## src/rtl/tsrb_pkg.sv

```systemverilog
// shared constants and types of the temperature sensor register bank
package tsrb_pkg;
  localparam int          PTR_W          = 8;
  localparam int          REG_W          = 16;
  localparam int          RES_W          = 13;
  localparam int          NUM_CH         = 9;
  localparam int          RES_LSB        = 3;
  localparam int          SWRST_BIT      = 15;
  localparam int          STAT_LOCAL_BIT = 7;
  localparam int          BITS_PER_BYTE  = 8;
  localparam logic [7:0]  PTR_RESET      = 8'h00;
  localparam logic [7:0]  PTR_LOCAL      = 8'h00;
  localparam logic [7:0]  PTR_REMOTE8    = 8'h08;
  localparam logic [7:0]  PTR_SWRST      = 8'h20;
  localparam logic [7:0]  PTR_STATUS     = 8'h21;
  localparam logic [7:0]  PTR_LOCK       = 8'hC4;
  localparam logic [7:0]  PTR_MAKER      = 8'hFE;
  localparam logic [7:0]  PTR_PART       = 8'hFF;
  localparam logic [15:0] LOCK_CODE      = 16'h5CA6;
  localparam logic [15:0] UNLOCK_CODE    = 16'hEB19;
  localparam logic [15:0] LOCK_RD_SET    = 16'h8000;
  localparam logic [15:0] LOCK_RD_CLEAR  = 16'h0000;
  localparam logic        LOCK_RESET     = 1'h1;
  localparam logic [15:0] ZERO_WORD      = 16'h0000;
  localparam logic [12:0] RES_RESET      = 13'h0000;
  localparam logic [3:0]  CNT_ZERO       = 4'h0;
  localparam logic [3:0]  CNT_ONE        = 4'h1;
  localparam logic [3:0]  CNT_BYTE       = 4'h8;
  localparam logic [1:0]  IDX_PTR        = 2'h0;
  localparam logic [1:0]  IDX_MSB        = 2'h1;
  localparam logic [1:0]  IDX_LSB        = 2'h2;
  localparam logic [1:0]  IDX_EXTRA      = 2'h3;

  // two-wire slave states, one-hot
  typedef enum logic [6:0] {
    ST_IDLE     = 7'h01,
    ST_ADDR     = 7'h02,
    ST_ADDR_ACK = 7'h04,
    ST_WR_BYTE  = 7'h08,
    ST_WR_ACK   = 7'h10,
    ST_RD_BYTE  = 7'h20,
    ST_RD_ACK   = 7'h40
  } tsrb_state_t;
endpackage : tsrb_pkg

```

## src/rtl/tsrb_sync.sv

```systemverilog
// two-flop synchroniser for pin inputs that idle high
`timescale 1ns/1ns
module tsrb_sync #(
  parameter int WIDTH = 2
) (
  input  wire logic             clk,
  input  wire logic             rst_n,
  input  wire logic [WIDTH-1:0] din,
  output logic      [WIDTH-1:0] dout
);
  logic [WIDTH-1:0] meta_q;
  logic [WIDTH-1:0] sync_q;

  if (WIDTH < 1) begin : g_chk
    $error("tsrb_sync: WIDTH must be at least 1");
  end

  // reset to idle-high so no false start appears after release
  always_ff @(posedge clk or negedge rst_n) begin
    if (!rst_n) begin
      meta_q <= {WIDTH{1'h1}};
      sync_q <= {WIDTH{1'h1}};
    end else begin
      meta_q <= din;
      sync_q <= meta_q;
    end
  end

  assign dout = sync_q;
endmodule : tsrb_sync

```

## src/rtl/tsrb_chan.sv

```systemverilog
// one channel: result register and over-limit flag with hysteresis
`timescale 1ns/1ns
module tsrb_chan #(
  parameter int RES_W = 13
) (
  input  wire logic             clk,
  input  wire logic             rst_n,
  input  wire logic             clr,
  input  wire logic             load,
  input  wire logic [RES_W-1:0] din,
  input  wire logic [RES_W-1:0] limit,
  input  wire logic [RES_W-1:0] hyst,
  output logic      [RES_W-1:0] result_q,
  output logic                  flag_q
);
  logic signed [RES_W+1:0] res_x;
  logic signed [RES_W+1:0] thr_x;

  if (RES_W < 2) begin : g_chk
    $error("tsrb_chan: RES_W too small");
  end

  // two extra bits: lowest limit minus largest hysteresis must not wrap
  assign res_x = $signed({{2{din[RES_W-1]}}, din});
  assign thr_x = $signed({{2{limit[RES_W-1]}}, limit}) - $signed({2'h0, hyst});

  // result is replaced whole on every completed conversion
  always_ff @(posedge clk or negedge rst_n) begin
    if (!rst_n) begin
      result_q <= '0;
    end else if (clr) begin
      result_q <= '0;
    end else if (load) begin
      result_q <= din;
    end
  end

  // set above limit, self-clears at or below limit minus hysteresis
  always_ff @(posedge clk or negedge rst_n) begin
    if (!rst_n) begin
      flag_q <= 1'h0;
    end else if (clr) begin
      flag_q <= 1'h0;
    end else if (load) begin
      if (res_x > $signed({limit[RES_W-1], limit})) begin
        flag_q <= 1'h1;
      end else if (res_x <= thr_x) begin
        flag_q <= 1'h0;
      end
    end
  end
endmodule : tsrb_chan

```

## src/rtl/tsrb_top.sv

```systemverilog
// two-wire slave and register bank of the multichannel temperature monitor
`timescale 1ns/1ns
module tsrb_top #(
  parameter logic [6:0]  DEV_ADDR = 7'h48,
  parameter logic [15:0] MAKER_ID = 16'h00A5, // arbitrary value
  parameter logic [15:0] PART_ID  = 16'h0101  // arbitrary value
) (
  input  wire logic         MCLK,
  input  wire logic         RESETN,
  input  wire logic         SCL_IN,
  input  wire logic         SDA_IN,
  input  wire logic         CONV_DONE,
  input  wire logic [3:0]   CONV_CHANNEL,
  input  wire logic [12:0]  CONV_RESULT,
  input  wire logic [116:0] LIMITS,
  input  wire logic [12:0]  HYSTERESIS,
  output logic              SDA_OUT,
  output logic              SDA_OE,
  output logic              LOCKED,
  output logic              SOFT_RESET
);
  localparam int NCH = tsrb_pkg::NUM_CH;
  localparam int RW  = tsrb_pkg::RES_W;

  if (NCH * RW != 117 || DEV_ADDR == 7'h00) begin : g_chk
    $error("tsrb_top: channel layout or device address not supported");
  end

  logic [1:0]            rst_pipe_q, bus_s, bus_p_q, idx_q;
  logic                  rst_n, scl_rise, scl_fall, start_ev, stop_ev;
  tsrb_pkg::tsrb_state_t state_q, state_d;
  logic [3:0]            cnt_q;
  logic [7:0]            shift_q, tx_q, tx_load, ptr_q, wr_msb_q;
  logic                  rw_q, msb_sent_q, locked_q, soft_q, sda_oe_q;
  logic [15:0]           wr_word, rd_mux, rd_word_q;
  logic                  addr_done, addr_match, byte_done, commit, swrst_req;
  logic                  rd_start, rd_next, rd_shift, rd_end;
  logic [RW-1:0]         res_arr [NCH];
  logic [NCH-1:0]        flags;

  // reset release through two flops; assertion stays asynchronous
  always_ff @(posedge MCLK or negedge RESETN) begin
    if (!RESETN) begin
      rst_pipe_q <= 2'h0;
    end else begin
      rst_pipe_q <= {rst_pipe_q[0], 1'h1};
    end
  end
  assign rst_n = rst_pipe_q[1];

  // pins are asynchronous to MCLK
  tsrb_sync #(.WIDTH (2)) u_sync (
    .clk   (MCLK),
    .rst_n (rst_n),
    .din   ({SCL_IN, SDA_IN}),
    .dout  (bus_s)
  );

  // previous synchronised level for edge and condition detection
  always_ff @(posedge MCLK or negedge rst_n) begin
    if (!rst_n) begin
      bus_p_q <= 2'h3;
    end else begin
      bus_p_q <= bus_s;
    end
  end

  assign scl_rise = bus_s[1] & ~bus_p_q[1];
  assign scl_fall = ~bus_s[1] & bus_p_q[1];
  assign start_ev = bus_s[1] & bus_p_q[1] & bus_p_q[0] & ~bus_s[0];
  assign stop_ev  = bus_s[1] & bus_p_q[1] & ~bus_p_q[0] & bus_s[0];

  // protocol events
  assign addr_done  = (state_q == tsrb_pkg::ST_ADDR) & scl_fall & (cnt_q == tsrb_pkg::CNT_BYTE);
  assign addr_match = (shift_q[7:1] == DEV_ADDR);
  assign byte_done  = (state_q == tsrb_pkg::ST_WR_BYTE) & scl_fall
                    & (cnt_q == tsrb_pkg::CNT_BYTE);
  assign commit     = byte_done & (idx_q == tsrb_pkg::IDX_LSB);
  assign rd_start   = (state_q == tsrb_pkg::ST_ADDR_ACK) & scl_fall & rw_q;
  assign rd_next    = (state_q == tsrb_pkg::ST_RD_ACK) & scl_fall;
  assign rd_shift   = (state_q == tsrb_pkg::ST_RD_BYTE) & scl_fall
                    & (cnt_q != tsrb_pkg::CNT_BYTE);
  assign rd_end     = (state_q == tsrb_pkg::ST_RD_BYTE) & scl_fall
                    & (cnt_q == tsrb_pkg::CNT_BYTE);
  assign wr_word    = {wr_msb_q, shift_q};

  // next state; start and stop override any bit in flight
  always_comb begin
    state_d = state_q;
    case (state_q)
      tsrb_pkg::ST_IDLE:     state_d = tsrb_pkg::ST_IDLE;
      tsrb_pkg::ST_ADDR:
        if (addr_done) state_d = addr_match ? tsrb_pkg::ST_ADDR_ACK : tsrb_pkg::ST_IDLE;
      tsrb_pkg::ST_ADDR_ACK:
        if (scl_fall) state_d = rw_q ? tsrb_pkg::ST_RD_BYTE : tsrb_pkg::ST_WR_BYTE;
      tsrb_pkg::ST_WR_BYTE:  if (byte_done) state_d = tsrb_pkg::ST_WR_ACK;
      tsrb_pkg::ST_WR_ACK:   if (scl_fall) state_d = tsrb_pkg::ST_WR_BYTE;
      tsrb_pkg::ST_RD_BYTE:  if (rd_end) state_d = tsrb_pkg::ST_RD_ACK;
      tsrb_pkg::ST_RD_ACK: begin
        // host nack ends the read; wait for stop or a new start
        if (scl_rise && bus_s[0]) begin
          state_d = tsrb_pkg::ST_IDLE;
        end else if (scl_fall) begin
          state_d = tsrb_pkg::ST_RD_BYTE;
        end
      end
      default:               state_d = tsrb_pkg::ST_IDLE;
    endcase
    if (stop_ev) begin
      state_d = tsrb_pkg::ST_IDLE;
    end else if (start_ev) begin
      state_d = tsrb_pkg::ST_ADDR;
    end
  end
  always_ff @(posedge MCLK or negedge rst_n) begin
    if (!rst_n) begin
      state_q <= tsrb_pkg::ST_IDLE;
    end else begin
      state_q <= state_d;
    end
  end

  // bit counter: rising edges when receiving, falling edges when sending
  always_ff @(posedge MCLK or negedge rst_n) begin
    if (!rst_n) begin
      cnt_q <= tsrb_pkg::CNT_ZERO;
    end else if (start_ev || (scl_fall && (state_q == tsrb_pkg::ST_ADDR_ACK
                              || state_q == tsrb_pkg::ST_WR_ACK))) begin
      cnt_q <= rd_start ? tsrb_pkg::CNT_ONE : tsrb_pkg::CNT_ZERO;
    end else if (rd_next) begin
      cnt_q <= tsrb_pkg::CNT_ONE;
    end else if (rd_shift || (scl_rise && (state_q == tsrb_pkg::ST_ADDR
                                     || state_q == tsrb_pkg::ST_WR_BYTE))) begin
      cnt_q <= cnt_q + tsrb_pkg::CNT_ONE;
    end
  end

  // receive shifter, msb first
  always_ff @(posedge MCLK or negedge rst_n) begin
    if (!rst_n) begin
      shift_q <= 8'h00;
    end else if (scl_rise && (state_q == tsrb_pkg::ST_ADDR
                              || state_q == tsrb_pkg::ST_WR_BYTE)) begin
      shift_q <= {shift_q[6:0], bus_s[0]};
    end
  end

  // direction bit of the address byte
  always_ff @(posedge MCLK or negedge rst_n) begin
    if (!rst_n) begin
      rw_q <= 1'h0;
    end else if (addr_done) begin
      rw_q <= shift_q[0];
    end
  end

  // register read mux; unassigned pointers return zero
  always_comb begin
    rd_mux = tsrb_pkg::ZERO_WORD;
    if (ptr_q <= tsrb_pkg::PTR_REMOTE8) begin
      rd_mux = {res_arr[ptr_q[3:0]], 3'h0};
    end else if (ptr_q == tsrb_pkg::PTR_STATUS) begin
      rd_mux = {flags, 7'h00}; // no write path exists
    end else if (ptr_q == tsrb_pkg::PTR_LOCK) begin
      rd_mux = locked_q ? tsrb_pkg::LOCK_RD_SET : tsrb_pkg::LOCK_RD_CLEAR;
    end else if (ptr_q == tsrb_pkg::PTR_MAKER) begin
      rd_mux = MAKER_ID;
    end else if (ptr_q == tsrb_pkg::PTR_PART) begin
      rd_mux = PART_ID;
    end
  end

  // whole word captured at read start so both bytes are coherent
  always_ff @(posedge MCLK or negedge rst_n) begin
    if (!rst_n) begin
      rd_word_q <= tsrb_pkg::ZERO_WORD;
    end else if (rd_start) begin
      rd_word_q <= rd_mux;
    end
  end

  // msb byte first, then lsb; longer reads keep alternating
  always_ff @(posedge MCLK or negedge rst_n) begin
    if (!rst_n) begin
      msb_sent_q <= 1'h0;
    end else if (rd_start) begin
      msb_sent_q <= 1'h1;
    end else if (rd_next) begin
      msb_sent_q <= ~msb_sent_q;
    end
  end
  assign tx_load = rd_start ? rd_mux[15:8]
                 : (msb_sent_q ? rd_word_q[7:0] : rd_word_q[15:8]);

  always_ff @(posedge MCLK or negedge rst_n) begin
    if (!rst_n) begin
      tx_q <= 8'h00;
    end else if (rd_start || rd_next) begin
      tx_q <= tx_load;
    end else if (rd_shift) begin
      tx_q <= {tx_q[6:0], 1'h0};
    end
  end

  // open-drain drive: enable means pull low; changes after scl falls, and clears on start or stop while scl is high
  always_ff @(posedge MCLK or negedge rst_n) begin
    if (!rst_n) begin
      sda_oe_q <= 1'h0;
    end else if (start_ev || stop_ev) begin
      sda_oe_q <= 1'h0;
    end else if (addr_done) begin
      sda_oe_q <= addr_match;
    end else if (byte_done) begin
      sda_oe_q <= 1'h1; // every data byte acked
    end else if (rd_start || rd_next) begin
      sda_oe_q <= ~tx_load[7];
    end else if (rd_shift) begin
      sda_oe_q <= ~tx_q[6];
    end else if (rd_end || (scl_fall && (state_q == tsrb_pkg::ST_ADDR_ACK
                                   || state_q == tsrb_pkg::ST_WR_ACK))) begin
      sda_oe_q <= 1'h0;
    end
  end

  // data byte index within a write transaction
  always_ff @(posedge MCLK or negedge rst_n) begin
    if (!rst_n) begin
      idx_q <= tsrb_pkg::IDX_PTR;
    end else if (addr_done) begin
      idx_q <= tsrb_pkg::IDX_PTR;
    end else if (byte_done && idx_q != tsrb_pkg::IDX_EXTRA) begin
      idx_q <= idx_q + tsrb_pkg::IDX_MSB;
    end
  end

  // pointer loaded by the first byte of each write
  always_ff @(posedge MCLK or negedge rst_n) begin
    if (!rst_n) begin
      ptr_q <= tsrb_pkg::PTR_RESET;
    end else if (soft_q) begin
      ptr_q <= tsrb_pkg::PTR_RESET;
    end else if (byte_done && idx_q == tsrb_pkg::IDX_PTR) begin
      ptr_q <= shift_q;
    end
  end

  always_ff @(posedge MCLK or negedge rst_n) begin
    if (!rst_n) begin
      wr_msb_q <= 8'h00;
    end else if (byte_done && idx_q == tsrb_pkg::IDX_MSB) begin
      wr_msb_q <= shift_q;
    end
  end

  // soft reset only from an unlocked device; pointers other than the soft reset and lock pointers drop data
  assign swrst_req = commit & (ptr_q == tsrb_pkg::PTR_SWRST)
                   & wr_word[tsrb_pkg::SWRST_BIT] & ~locked_q;

  always_ff @(posedge MCLK or negedge rst_n) begin
    if (!rst_n) begin
      soft_q <= 1'h0;
    end else begin
      soft_q <= swrst_req;
    end
  end

  // lock state; soft reset restores the power-on locked value
  always_ff @(posedge MCLK or negedge rst_n) begin
    if (!rst_n) begin
      locked_q <= tsrb_pkg::LOCK_RESET;
    end else if (soft_q) begin
      locked_q <= tsrb_pkg::LOCK_RESET;
    end else if (commit && ptr_q == tsrb_pkg::PTR_LOCK) begin
      if (wr_word == tsrb_pkg::LOCK_CODE) begin
        locked_q <= 1'h1;
      end else if (wr_word == tsrb_pkg::UNLOCK_CODE) begin
        locked_q <= 1'h0;
      end
    end
  end

  // per-channel result and flag; channel 0 local, 1..8 remote
  for (genvar i = 0; i < NCH; i++) begin : g_ch
    tsrb_chan #(.RES_W (RW)) u_chan (
      .clk      (MCLK),
      .rst_n    (rst_n),
      .clr      (soft_q),
      .load     (CONV_DONE && CONV_CHANNEL == 4'(i)),
      .din      (CONV_RESULT),
      .limit    (LIMITS[i*RW +: RW]),
      .hyst     (HYSTERESIS),
      .result_q (res_arr[i]), // zero until first conversion
      .flag_q   (flags[i])
    );
  end

  // outputs straight from flops, except SDA_OUT which is tied low
  assign SDA_OUT    = 1'h0;
  assign SDA_OE     = sda_oe_q;
  assign LOCKED     = locked_q;
  assign SOFT_RESET = soft_q;
endmodule : tsrb_top

```

## config.mk

```make
export PLATFORM = sky130hd
export DESIGN_NAME = tsrb_top
export DESIGN_NICKNAME = d
export VERILOG_FILES = /design/src/rtl/tsrb_pkg.sv /design/src/rtl/tsrb_sync.sv /design/src/rtl/tsrb_chan.sv /design/src/rtl/tsrb_top.sv
export SDC_FILE = /design/constraint.sdc
export NUM_CORES = 1
export LEC_CHECK = 0
export ABC_AREA = 1
export ABC_CLOCK_PERIOD_IN_PS = 8200
export BUFFER_PORTS_ARGS = -buffer_cell sky130_fd_sc_hd__buf_2
export CAP_MARGIN = 25
export CORE_UTILIZATION = 63
export CTS_CLUSTER_DIAMETER = 120
export CTS_CLUSTER_SIZE = 8
export DETAILED_ROUTE_END_ITERATION = 12
export GPL_ROUTABILITY_DRIVEN = 0
export GPL_TIMING_DRIVEN = 0
export PLACE_DENSITY = 0.81
export SLEW_MARGIN = 30
export SYNTH_ARGS = -nofsm -noshare
export SYNTH_HDL_FRONTEND = slang
export SYNTH_SLANG_ARGS = --single-unit
```

## constraint.sdc

```tcl
create_clock -name MCLK -period 8.2 [get_ports MCLK]
set_input_delay 0.41 -clock MCLK [delete_from_list [all_inputs] [get_ports MCLK]]
set_output_delay 0.41 -clock MCLK [all_outputs]
set_load 0.03 [all_outputs]
```

==> results_dict.tcl <==
set metrics [dict create \
    dr.first_iter.drc_count 1819 \
    rsz0062_at_grt "no" \
    max_clock_freq_ghz 0.282 \
    die_h_um 186 \
    synth_seq_cells 198 \
    crit_path_start "HYSTERESIS[1]" \
    synth_area_leaders "ha_1 (23%), dfrtp_1 (22%), nand2_1 (15%), inv_1 (8.5%), o21ai_0 (6.1%)" \
    netlist.area_leader.share 0.226 \
    cp.arrival_ps 3860 \
    rows 66 \
    end_kind "flip-flop" \
    ctsLongestPathBuffers 2 \
    wl_um 64900 \
    reg2reg_to "g_ch[7].u_chan.result_q[0]" \
    cts_tree "done" \
    endpoint "g_ch[7].u_chan.flag_q" \
    port_buffers 154 \
    ys_warn_count 0 \
    antenna_found_initial 2 \
    drive_above_1_share 0.0807 \
    crit_chain "buf_2, inv_1, ha_1, nand2_1, o21ai_1, a21boi_0, o21ai_1, a21oi_1, xor2_1, ha_1, nand2_1, inv_1, nand2_1, nand2_1, a21oi_1, nand3_1, nand3_1, nand2_1, nand2_1, a21oi_1" \
    seq_area_frac_synth 0.233 \
    finalMaxSlewViolations 0 \
    avgSynthCellArea_um2 6.99 \
    final_hold_viol_count 0 \
    core_mm2 0.0329 \
    post-route-min-period_ps 3540 \
    critPathMostFrequentCell "nand2_1" \
    syn-cell-area_mm2 0.0213 \
    track_usage 0.382 \
    startpoint_type "input port" \
    place_hpwl_um 48100 \
    nNetsFinal 3768 \
    setup_viol 0 \
    syn_to_final_growth_pct 9.64 \
    slew_headroom 0.362 \
    r2r_cells 5 \
    design.die.area_mm2 0.0345 \
    tightestPinTransition_ps 952 \
    period_share 0.432 \
    die-width_um 186 \
    fin_tns_setup_ps 0 \
    dr.pass1.iters 6 \
    peakVddDrop_mv 0.145 \
    vias 21900 \
    status "finished clean" \
    worstPathMaxFanout 10 \
    route.detailed.drc 0 \
    ant_nets 0 \
    crit_slowest_cell "inv_1" \
    root_buffer "clkbuf_16" \
    dp_cells 3645 \
    postPlaceCellArea_mm2 0.0227 \
    syn-num-nets 3590 \
    clk_pin_slew_ps 90 \
    setup_slack_ps 4660 \
    grt_max_degree 53 \
    hp-class "input port to flip-flop" \
    numCtsBuffers 17 \
    clock_latency_ps 460 \
    fin_cells 3680 \
    gr-total-overflow 0 \
    postLayoutCellArea_mm2 0.0233 \
    start_util 0.648 \
    worst-r2r-setup-slack_ps 5940 \
    pin_count 156 \
    cpPeakStageDelay_ps 440 \
    grt_pass1_wl_um 102000 \
    crit_type "input port to flip-flop" \
    synth_cells 3045 \
    via_per_inst 5.95 \
    p_leak_nw 13.0 \
    cts.sink_count 198 \
    crit_required_ps 8520 \
    clock_skew_ps 12.8 \
    yosysTopAreaCell "ha_1" \
    maxCapViolCount 0 \
    synth_cell_types 50 \
    powerDensity_mw_per_mm2 144 \
    post-cts-setup-buffers 0 \
    ctsHtreeMaxLevel 4 \
    finalPower_mw 3.35 \
    cts.repair.resized 0 \
    rr_startpoint "SOFT_RESET" \
    post_drt_wl_per_cell_um 17.6 \
    place_ws_ps 4250 \
    grt_pass1_vias 20600 \
]
-- through the flow --
stage                     hold slack [ps]   util
after floorplan                       114      -
after global placement                195  0.688
after detailed placement              160  0.691
after CTS                            45.9  0.710
after global routing                 42.3  0.710
final                                47.1  0.710
-- report_power, final --
group          switching, mW  internal (mW)  leakage (nW)  total [mW]
combinational          0.782          0.501          10.3        1.28
clock                  0.443          0.416         0.297       0.859
sequential            0.0896           1.12          2.44        1.21
-- cells by family (layout without fill, tap and decap cells) --
family / Yosys count / after routing / share of synthesized area
AOI/OAI and AO/OA: 553 / 553 / 0.140
xor gates and xnor gates: 95 / 95 / 0.0391
adders and majority gates: 393 / 393 / 0.234
buffers and inverters: 526 / 717 / 0.0949
DFF: 198 / 198 / 0.233
muxes: 14 / 14 / 0.00741
other: 2 / 4 / 0.000353
and+or+nand+nor: 1264 / 1264 / 0.251
-- critical path: cells and delay by family --
| family | cells | cell delay [ps] |
|---|---|---|
| compound gates | 6 | 1090 |
| fa+ha+maj | 2 | 680 |
| xor+xnor | 1 | 160 |
| simple gates | 8 | 620 |
| buf+inv | 3 | 880 |
-- cell usage in the layout (no fill, tap or decap), types with 5 or more instances in the layout --
cell type / synthesis / layout
ha_1: 384 / 384
clkbuf_16: 0 / 17
nor2_2: 6 / 6
dfstp_2: 8 / 8
a22oi_1: 5 / 5
nand2_2: 5 / 5
a21oi_1: 197 / 197
o22ai_1: 16 / 16
nand3_1: 165 / 165
nand2_1: 831 / 831
nand4_1: 41 / 41
nor3_1: 38 / 38
dfrtp_1: 190 / 189
clkbuf_1: 17 / 17
buf_2: 7 / 160
inv_1: 483 / 481
a221oi_1: 6 / 6
a211oi_1: 10 / 10
inv_2: 5 / 7
xnor2_1: 39 / 39
o211ai_1: 15 / 15
xor2_1: 56 / 56
nor2_1: 131 / 131
inv_8: 0 / 10
nor4_1: 14 / 14
nand3b_1: 11 / 11
o31ai_1: 8 / 8
mux2_2: 14 / 14
o21ai_0: 259 / 259
o21ai_1: 7 / 7
a31oi_1: 13 / 13
fa_1: 9 / 9
nor3b_1: 8 / 8
a21o_1: 8 / 8
-- what timing repair did --
item                                    in CTS  in global routing
endpoints found under the hold margin        2                  0
endpoints found under the setup margin       0                  0
hold buffers                                 1                  0
-- per-layer routing --
metal,global-route usage,part of all wire,vias up
met2,0.633,0.46,1109
met4,0.184,0.047,4
met5,0,0.00035,-
met3,0.0636,0.093,213
li1,-,-,10500
met1,0.481,0.40,10100
-- worst min path at each step --
stage                  start                          to  slack [ps]  cells past startpoint
5_1_grt               SDA_IN            u_sync.meta_q[0]          40                      1
6_report              SDA_IN            u_sync.meta_q[0]          50                      1
4_1_cts               SDA_IN            u_sync.meta_q[0]          50                      1
3_5_place_dp   rst_pipe_q[1]  g_ch[7].u_chan.result_q[2]         160                      0
3_3_place_gp          RESETN               rst_pipe_q[0]         200                      1
2_1_floorplan         RESETN               rst_pipe_q[0]         110                      0
-- synth_stat cells, drive strengths merged --
master   number
a21boi        3
nor3         40
o211ai       15
nand3b       11
nand3       167
a211oi       10
a22oi         5
o31ai         8
a21oi       199
o311ai        1
nor4         14
nor3b         8
conb          2
mux2         14
nand2       838
fa            9
buf          17
o2111ai       2
a221oi        6
o21bai        1
xnor2        39
ha          384
o22ai        16
dfstp         8
o21ai       266
clkbuf       17
a31oi        13
inv         489
nor2        143
or2           2
dfrtp       190
xor2         56
a21o          8
nand4        41
clkinv        3
-- state kept, by name (all words and copies together), names as in the netlist, 4 cells and up --
register	flops
g_ch.u_chan.result_q	117
rd_word_q	15
g_ch.u_chan.flag_q	9
ptr_q	8
shift_q	8
wr_msb_q	8
state_q	7
tx_q	7
cnt_q	4
-- area by class of cell --
cell class                      count  area [um^2]
Multi-Input combinational cell   2321        14300
Fill cell                        2821         9530
Sequential cell                   198         4970
Inverter                          492         1850
Timing Repair Buffer              159          893
Tap cell                          442          553
Clock buffer                       17          425
Clock inverter                     15          171
Buffer                             34          170
Antenna cell                        2         5.00
(Power assumes the default switching activity.)
